File: src/verilog/sieb_defines.svh
// Constants for the interrupt enable register bank
`ifndef SIEB_DEFINES_SVH
`define SIEB_DEFINES_SVH

`define SIEB_ADDR_W 4
`define SIEB_OFS_FIRST 4'h0
`define SIEB_OFS_SECOND 4'h1
`define SIEB_BIT_WDOG 0
`define SIEB_BIT_OSC 1
`define SIEB_BIT_NMI 4
`define SIEB_BIT_FLASH 5
`define SIEB_BIT_RX 6
`define SIEB_BIT_TX 7
`define SIEB_BIT_BTIM 7
`define SIEB_MASK_FIRST 8'hf3
`define SIEB_MASK_SECOND 8'h80
`define SIEB_RESET_VAL 8'h00
`define SIEB_NUM_SRC 7

`endif

File: src/verilog/sieb_pkg.sv
// Types shared by the interrupt enable register bank
package sieb_pkg;

    // Pending flags, or requests, one bit per source
    typedef struct packed {
        logic base_timer;
        logic serial_tx;
        logic serial_rx;
        logic flash_violation;
        logic nonmaskable_pin;
        logic osc_fault;
        logic watchdog;
    } sieb_src_s;

    // Byte-wide CPU access
    typedef struct packed {
        logic [3:0] addr;
        logic wr;
        logic rd;
        logic [7:0] wdata;
    } sieb_acc_s;

endpackage : sieb_pkg

File: src/verilog/sieb_gate.sv
// Per-source request gate: registered AND of flag and enable
`timescale 1ns/1ps
`include "sieb_defines.svh"
module sieb_gate (
    // Clock and reset
    input wire logic clock,
    input wire logic resetn,
    // Flags and enables
    input wire logic [6:0] pend,
    input wire logic [6:0] en,
    // Gated requests
    output logic [6:0] req
);

    // One flop per source
    genvar i;
    generate
        for (i = 0; i < `SIEB_NUM_SRC; i++)
        begin : g_src
            always_ff @(posedge clock or negedge resetn)
            begin
                if (!resetn)
                    req[i] <= 1'b0;
                else
                    req[i] <= pend[i] & en[i];
            end
        end
    endgenerate

endmodule : sieb_gate

File: src/verilog/sieb_bank.sv
// Interrupt enable register bank at the bottom of the byte space
// What this block does
// - Byte 0: tx bit7, rx bit6, flash bit5, nmi bit4, osc bit1, wdog bit0.
// - Watchdog enable only gates requests in interval timer mode.
// - Receive enable gates receive request in both serial modes.
// - Transmit enable gates transmit request in both serial modes.
// - Byte 1 bit 7 enables the base timer request.
// - Unassigned bits hold no storage and ignore writes.
// - Fault, nmi, flash requests blocked only by their own enable.
`timescale 1ns/1ps
`include "sieb_defines.svh"
module sieb_bank (
    // Clock and reset
    input wire logic clock,
    input wire logic resetn,
    // CPU byte access
    input wire sieb_pkg::sieb_acc_s acc,
    output logic [7:0] rdata,
    // Watchdog mode: high when interval timer
    input wire logic wdog_interval_mode,
    // Source pending flags
    input wire sieb_pkg::sieb_src_s pend,
    // Requests to the CPU
    output sieb_pkg::sieb_src_s req
);

    logic [7:0] first_r;
    logic [7:0] second_r;
    logic [7:0] rdata_r;
    logic [7:0] rdata_nxt;
    logic [6:0] req_bits;

    // Address decode
    wire sel_first = acc.addr == `SIEB_OFS_FIRST;
    wire sel_second = acc.addr == `SIEB_OFS_SECOND;
    wire wr_first = acc.wr & sel_first;
    wire wr_second = acc.wr & sel_second;

    // Enable registers; absent bits never stored
    always_ff @(posedge clock or negedge resetn)
    begin
        if (!resetn)
        begin
            first_r <= `SIEB_RESET_VAL;
            second_r <= `SIEB_RESET_VAL;
        end
        else
        begin
            if (wr_first)
                first_r <= acc.wdata & `SIEB_MASK_FIRST;
            if (wr_second)
                second_r <= acc.wdata & `SIEB_MASK_SECOND;
        end
    end

    // Read mux; unmapped bytes read zero
    assign rdata_nxt = sel_first ? first_r :
                       sel_second ? second_r : `SIEB_RESET_VAL;

    always_ff @(posedge clock or negedge resetn)
    begin
        if (!resetn)
            rdata_r <= `SIEB_RESET_VAL;
        else if (acc.rd)
            rdata_r <= rdata_nxt;
    end
    assign rdata = rdata_r;

    // Effective enables in source order
    wire wdog_en = first_r[`SIEB_BIT_WDOG] & wdog_interval_mode;
    wire [6:0] en_vec = {
        second_r[`SIEB_BIT_BTIM],
        first_r[`SIEB_BIT_TX],
        first_r[`SIEB_BIT_RX],
        first_r[`SIEB_BIT_FLASH],
        first_r[`SIEB_BIT_NMI],
        first_r[`SIEB_BIT_OSC],
        wdog_en
    };

    // Registered gating of every source
    sieb_gate u_gate (
        .clock(clock),
        .resetn(resetn),
        .pend(pend),
        .en(en_vec),
        .req(req_bits)
    );
    assign req = req_bits;

    // Storage never holds unassigned bits
    chk_absent_bits_zero: assert property (@(posedge clock)
        disable iff (!resetn)
        (first_r & ~`SIEB_MASK_FIRST) == 8'h00 &&
        (second_r & ~`SIEB_MASK_SECOND) == 8'h00)
        else $error("unassigned enable bit stored");

    // Write to byte 0 lands next cycle
    chk_first_write: assert property (@(posedge clock)
        disable iff (!resetn)
        wr_first |=> first_r == ($past(acc.wdata) & `SIEB_MASK_FIRST))
        else $error("first enable write lost");

    // Write to byte 1 lands next cycle
    chk_second_write: assert property (@(posedge clock)
        disable iff (!resetn)
        wr_second |=> second_r[`SIEB_BIT_BTIM] ==
            $past(acc.wdata[`SIEB_BIT_BTIM]))
        else $error("second enable write lost");

    // Watchdog request silent in watchdog mode
    chk_wdog_mode: assert property (@(posedge clock)
        disable iff (!resetn)
        !wdog_interval_mode |=> !req.watchdog)
        else $error("watchdog request in reset mode");

    // Watchdog request is flag and enable in interval mode
    chk_wdog_pass: assert property (@(posedge clock)
        disable iff (!resetn)
        wdog_interval_mode |=>
        req.watchdog == $past(pend.watchdog & first_r[`SIEB_BIT_WDOG]))
        else $error("watchdog request mismatch in interval mode");

    // Cleared watchdog enable blocks its request in any mode
    chk_wdog_block: assert property (@(posedge clock)
        disable iff (!resetn)
        !first_r[`SIEB_BIT_WDOG] |=> !req.watchdog)
        else $error("watchdog request leaked past enable");

    // Receive follows flag and enable
    chk_rx_gate: assert property (@(posedge clock)
        disable iff (!resetn)
        1'b1 |=>
        req.serial_rx == $past(pend.serial_rx & first_r[`SIEB_BIT_RX]))
        else $error("receive request mismatch");

    // Transmit follows flag and enable
    chk_tx_gate: assert property (@(posedge clock)
        disable iff (!resetn)
        1'b1 |=>
        req.serial_tx == $past(pend.serial_tx & first_r[`SIEB_BIT_TX]))
        else $error("transmit request mismatch");

    // Cleared enable blocks fault sources
    chk_fault_block: assert property (@(posedge clock)
        disable iff (!resetn)
        (!first_r[`SIEB_BIT_OSC] && !first_r[`SIEB_BIT_NMI] &&
        !first_r[`SIEB_BIT_FLASH]) |=>
        !(req.osc_fault | req.nonmaskable_pin | req.flash_violation))
        else $error("fault request leaked past enable");

    // Oscillator fault request follows its own enable only
    chk_osc_gate: assert property (@(posedge clock)
        disable iff (!resetn)
        1'b1 |=>
        req.osc_fault == $past(pend.osc_fault & first_r[`SIEB_BIT_OSC]))
        else $error("oscillator fault request mismatch");

    // Nonmaskable request follows its own enable only
    chk_nmi_gate: assert property (@(posedge clock)
        disable iff (!resetn)
        1'b1 |=> req.nonmaskable_pin ==
            $past(pend.nonmaskable_pin & first_r[`SIEB_BIT_NMI]))
        else $error("nonmaskable request mismatch");

    // Flash violation request follows its own enable only
    chk_flash_gate: assert property (@(posedge clock)
        disable iff (!resetn)
        1'b1 |=> req.flash_violation ==
            $past(pend.flash_violation & first_r[`SIEB_BIT_FLASH]))
        else $error("flash violation request mismatch");

    // Base timer request is flag and enable
    chk_btim_gate: assert property (@(posedge clock)
        disable iff (!resetn)
        (pend.base_timer && second_r[`SIEB_BIT_BTIM]) |=> req.base_timer)
        else $error("base timer request missing");

    // Cleared base timer enable blocks its request
    chk_btim_block: assert property (@(posedge clock)
        disable iff (!resetn)
        !second_r[`SIEB_BIT_BTIM] |=> !req.base_timer)
        else $error("base timer request leaked past enable");

    // Byte 0 read returns the stored enables
    chk_first_read: assert property (@(posedge clock)
        disable iff (!resetn)
        (acc.rd && sel_first) |=> rdata == $past(first_r))
        else $error("first enable read mismatch");

    // Byte 1 read returns the stored enable
    chk_second_read: assert property (@(posedge clock)
        disable iff (!resetn)
        (acc.rd && sel_second) |=> rdata == $past(second_r))
        else $error("second enable read mismatch");

    // Unmapped bytes read as zero
    chk_unmapped_read: assert property (@(posedge clock)
        disable iff (!resetn)
        (acc.rd && !sel_first && !sel_second) |=>
        rdata == `SIEB_RESET_VAL)
        else $error("unmapped byte read not zero");

    // Read data holds between reads
    chk_rdata_hold: assert property (@(posedge clock)
        disable iff (!resetn)
        !acc.rd |=> $stable(rdata))
        else $error("read data changed without a read");

    // Byte 0 changes only on its own write
    chk_first_hold: assert property (@(posedge clock)
        disable iff (!resetn)
        !wr_first |=> $stable(first_r))
        else $error("first enable changed without a write");

    // Byte 1 changes only on its own write
    chk_second_hold: assert property (@(posedge clock)
        disable iff (!resetn)
        !wr_second |=> $stable(second_r))
        else $error("second enable changed without a write");

endmodule : sieb_bank

File: config.mk
export PLATFORM = sky130hd
export DESIGN_NAME = sieb_bank
export DESIGN_NICKNAME = d
export VERILOG_FILES = /design/src/verilog/sieb_pkg.sv /design/src/verilog/sieb_gate.sv /design/src/verilog/sieb_bank.sv
export VERILOG_INCLUDE_DIRS = /design/src /design/src/verilog
export SDC_FILE = /design/constraint.sdc
export NUM_CORES = 1
export LEC_CHECK = 0
export ABC_AREA = 1
export BUFFER_PORTS_ARGS = -buffer_cell sky130_fd_sc_hd__buf_4
export CAP_MARGIN = 20
export CORE_MARGIN = 1.5
export CORE_UTILIZATION = 44
export CTS_CLUSTER_DIAMETER = 120
export CTS_CLUSTER_SIZE = 24
export DETAILED_ROUTE_END_ITERATION = 10
export GPL_ROUTABILITY_DRIVEN = 0
export PLACE_DENSITY = 0.8
export SLEW_MARGIN = 20
export SYNTH_ARGS = -nofsm -noshare
export SYNTH_HDL_FRONTEND = slang
export SYNTH_SLANG_ARGS = --single-unit
File: constraint.sdc
create_clock -name clock -period 0.8 [get_ports clock]
set_clock_uncertainty 0.05 [all_clocks]
set_input_delay 0.16 -clock clock [delete_from_list [all_inputs] [get_ports clock]]
set_output_delay 0.16 -clock clock [all_outputs]
set_load 0.005 [all_outputs]
Word-level counts from Yosys, hierarchy flattened
Index checks and enable logic that the tools add are counted.
{"block": "totals", "reg_bits": 22, "latchBits": 0, "mem_bits_rw": 0, "mem_bits_ro": 0, "inputBits": 24, "out_inout_bits": 15, "wordCells": 24, "n_memories": 0}
{"block": "op_classes", "add_sub_neg": 0, "mul": 0, "n_div": 0, "magnitude_cmp": 0, "eq_ne": 1, "shifts": 0, "n_mux": 2, "n_bitwise": 10, "reduce_logical": 1}
{"op": "two-way mux 8 bit", "n": 2}
{"op": "AND 1 bit", "n": 10}
{"op": "== test 4 x 1 -> 1 bit, second input constant", "n": 1}
{"op": "zero test 4 bit", "n": 1}

Longest topological paths before layout
{"block": "depth", "ltp_word": 3, "ltp_mapped": 6, "depth_no_buf": 6}

Hierarchy
A second synthesis with hierarchy kept.
{"block": "hier_totals", "hier_cells": 91, "hier_area_um2": 817.0}
{"module": "sieb_bank", "n_inst": 1, "cells_per_inst": 70, "area_each_um2": 589.3, "seq_area_each_um2": 325.3}
{"module": "sieb_gate", "n_inst": 1, "cells_per_inst": 21, "area_each_um2": 227.7, "seq_area_each_um2": 175.2}

Least setup slack after synthesis
Ideal clock, no wire load.
{"block": "synth_path", "path_kind": "in2reg", "from": "in acc[13] (netlist bit)", "to": "reg first_r[0]", "setup_time_ns": 0.120, "arrival_time_ns": 0.699, "required_ns": 0.630, "setup_slack_ns": -0.070, "path_stages": 5, "path_buffers": 1, "cell_sequence": "nor2_2 nand2_2 buf_6 o21ai_1 nand2_1"}
{"block": "synth_via", "elab_chain_cells": 2}
{"item": "from (decl)", "line": "sieb_bank.sv:17", "text": "input wire sieb_pkg::sieb_acc_s acc,"}
{"item": "zero test 4 bit (no source line)"}
{"item": "AND 1 bit", "line": "sieb_bank.sv:36", "text": "wire wr_first = acc.wr & sel_first;"}
{"item": "to (signal assigned)", "line": "sieb_bank.sv:44", "text": "first_r <= `SIEB_RESET_VAL;"}
{"item": "to (signal assigned)", "line": "sieb_bank.sv:50", "text": "first_r <= acc.wdata & `SIEB_MASK_FIRST;"}
{"item": "to (decl)", "line": "sieb_bank.sv:27", "text": "logic [7:0] first_r;"}
Every way passes these cells.
A chain may end at the register's enable or synchronous reset.

Final worst setup path
{"block": "layout_path", "from": "reg rdata_r[4] (netlist: rdata[4])", "to": "out rdata[4]"}
{"item": "from (decl)", "line": "sieb_bank.sv:29", "text": "logic [7:0] rdata_r;"}
{"item": "from (signal assigned)", "line": "sieb_bank.sv:63", "text": "rdata_r <= `SIEB_RESET_VAL;"}
{"item": "from (signal assigned)", "line": "sieb_bank.sv:65", "text": "rdata_r <= rdata_nxt;"}
{"item": "to (decl)", "line": "sieb_bank.sv:18", "text": "output logic [7:0] rdata,"}
No word-level cell between the ends.

==> impl_metrics.py <==
metrics = {
    "setup_path": {
        "endpoint_kind": "primary output",
        "rrSetupSlack_ns": -0.01,
        "r2r-start": "first_r[7]",
        "crit_path_start": "rdata[4]",
        "critPathKind": "reg2out",
        "max_stage_delay_ns": 0.40,
        "cp_cell_sequence": "buf_6",
        "cp_top_family": "flip-flops",
        "required_ns": 0.59,
        "crit_path_max_fanout": 2,
        "worstPathArrival_ns": 0.81,
        "cp_slowest_cell": "dfrtp_1",
        "path_buf_inv": 1,
        "start_kind": "flip-flop",
    },
    "layout": {
        "drive_above_1_share_pct": 35.9,
        "multi_input_area_um2": 268,
        "antenna_cells": 0,
        "area_growth_pct": 52.6,
        "final_util_pct": 71.4,
        "stdcell_area_um2": 1230,
        "register_area_um2": 500,
        "final_nets": 157,
        "n_fill_cell": 137,
    },
    "routing": {
        "dr.pass1.iters": 4,
        "via_per_inst": 4.53,
        "routed_wl_mm": 1.70,
        "vias": 706,
        "wire_per_inst_um": 10.9,
        "ant_nets": 0,
        "first_iter_violations": 19,
        "drc": 0,
    },
    "sta": {
        "drv_slew": 0,
        "fin_ws_ns": -0.216,
        "rsz0062_at_grt": "true",
        "fin_crit_ns": 1.02,
        "setup_viol": 14,
        "fin_crit_sh_pct": 127,
        "setup_tns_ns": -2.61,
        "hold_violations": 0,
        "max_freq_ghz": 0.984,
    },
    "place": {
        "io_buffer_count": 34,
        "dp_hpwl_mm": 1.16,
        "place_ws_ns": -0.205,
        "place_area_um2": 1090,
    },
    "logic_synthesis": {
        "async_flop_share_pct": 100,
        "synth_top_area_cell": "dfrtp_1",
        "synth_warnings": 0,
        "synthCells": 88,
        "synth_seq_cells": 20,
        "synthTopCellsByCount": "nand2_1 (33), dfrtp_1 (20), inv_1 (10)",
        "yosysSeqAreaShare_pct": 61.9,
        "synth_edf_count": 0,
        "synth.most_common_cell": "nand2_1",
        "syn-cell-area_um2": 808,
        "synth-main-ff-cell": "dfrtp_1",
        "synth_top_area_share_pct": 61.9,
        "synthTopCellsByArea": "dfrtp_1 (62%), nand2_1 (15%), inv_1 (4.6%)",
        "synthDistinctLibCells": 15,
        "syn_area_per_cell_um2": 9.18,
    },
    "floorplanning": {
        "die_h_um": 45.9,
        "start_util_pct": 46.8,
        "num_io_pins": 39,
        "die_width_um": 45.9,
        "core_area_um2": 1730,
        "design.die.area_um2": 2100,
        "rows": 15,
    },
    "clock_tree": {
        "clk_latency_ns": 0.28,
        "ctsLongestPathBuffers": 2,
        "cts_root_buf": "clkbuf_4",
        "tritoncts": "built",
        "cts_max_level": 1,
        "cts.sinks": 20,
        "clkTransAtPathRegs_ns": 0.10,
        "cts_buffers": 3,
    },
    "pwr": {
        "power_density_nw_per_um2": 1680,
        "leakage_uw": 0.000691,
        "max-vdd-ir-drop_mv": 0.896,
    },
    "outcome": {
        "outcome": "finished, violations left",
        "violations": "setup timing",
    },
    "grt": {
        "busiest_layer": "met2",
        "use_met1_pct": 21.5,
        "grt_pass1_wl_mm": 2.55,
        "grt_usage_pct": 17.2,
        "overflow": 0,
        "antenna_found_initial": 0,
        "use_met3_pct": 3.97,
        "grt_max_degree": 21,
        "grt_pass1_vias": 607,
        "grt_use_met2_pct": 26.7,
    },
    "worst_hold_path": {
        "min_path_type": "in2reg",
        "hold_start": "pend[4]",
    },
    "job": {
        "drv_cap": 0,
    },
}
tightest hold or removal path: stages:
cell and delay, ns:
buf_4 0.08, nand2_1 0.04, inv_1 0.04
where the power goes:
part	total [uW]	internal [uW]	switching [uW]
sequential	1210	1130	85.6
clock	440	175	265
combinational	416	249	167
cell usage in the layout, fill, tap and decap left out, drive strengths merged:
cell / count
nand3: 3
dfrtp: 20
clkbuf: 3
and3: 1
dlygate4sd3: 4
nor2: 4
conb: 2
buf: 38
o21ai: 12
nand2: 34
inv: 10
per-stage QoR:
stage | cells | total power, uW | hold slack [ns]
global route | 156 | 2200 | 0.00524
floorplan | 89 | 1350 | -0.186
global placement | 146 | 1540 | -0.00591
CTS | 153 | 2060 | 0.00153
finish | 156 | 2070 | 0.00794
detailed placement | 146 | 1560 | -0.00148
flip-flops by register name, summed over array words and instances (netlist names):
name	count
rdata	6
second_r	1
u_gate.req	7
first_r	6
layout make-up:
cell class | count | area share [%]
clock buffers | 3 | 1.83
well taps | 25 | 2.54
multi-input cells | 56 | 21.7
inverters | 10 | 3.04
repair buffers | 42 | 30.3
flip-flops and latches | 20 | 40.6
path summary, 6_finish.rpt:
| kind | end | cells past startpoint |
|---|---|---|
| max | rdata[4] | 1 |
| max reg2reg | rdata[7] | 4 |
| min in group asynchronous | u_gate.req[0] | 2 |
| min reg2reg | u_gate.req[2] | 2 |
| min | u_gate.req[4] | 3 |
| max in group asynchronous | u_gate.req[2] | 2 |
timing repair:
item | in CTS | in global routing
endpoints found under the setup margin | 14 | 17
buffers inserted | 2 | 2
gates resized for setup | 13 | 4
pin swaps | 0 | 2
endpoints found under the hold margin | 21 | 2
hold buffers | 2 | 2
logic make-up after synthesis:
kind of cell,after synthesis,synth area share [%]
simple gates,42,21.8
flops,20,61.9
buf+inv,13,7.89
compound gates,12,7.89
other cells,1,0.464
routing by layer:
layer  vias to the layer above  part of all wire [%]
li1                        353                     -
met5                         -                     0
met1                       332                    40
met3                         2                   3.4
met4                         0                   1.0
met2                        19                    55
(Power assumes the default switching activity.)
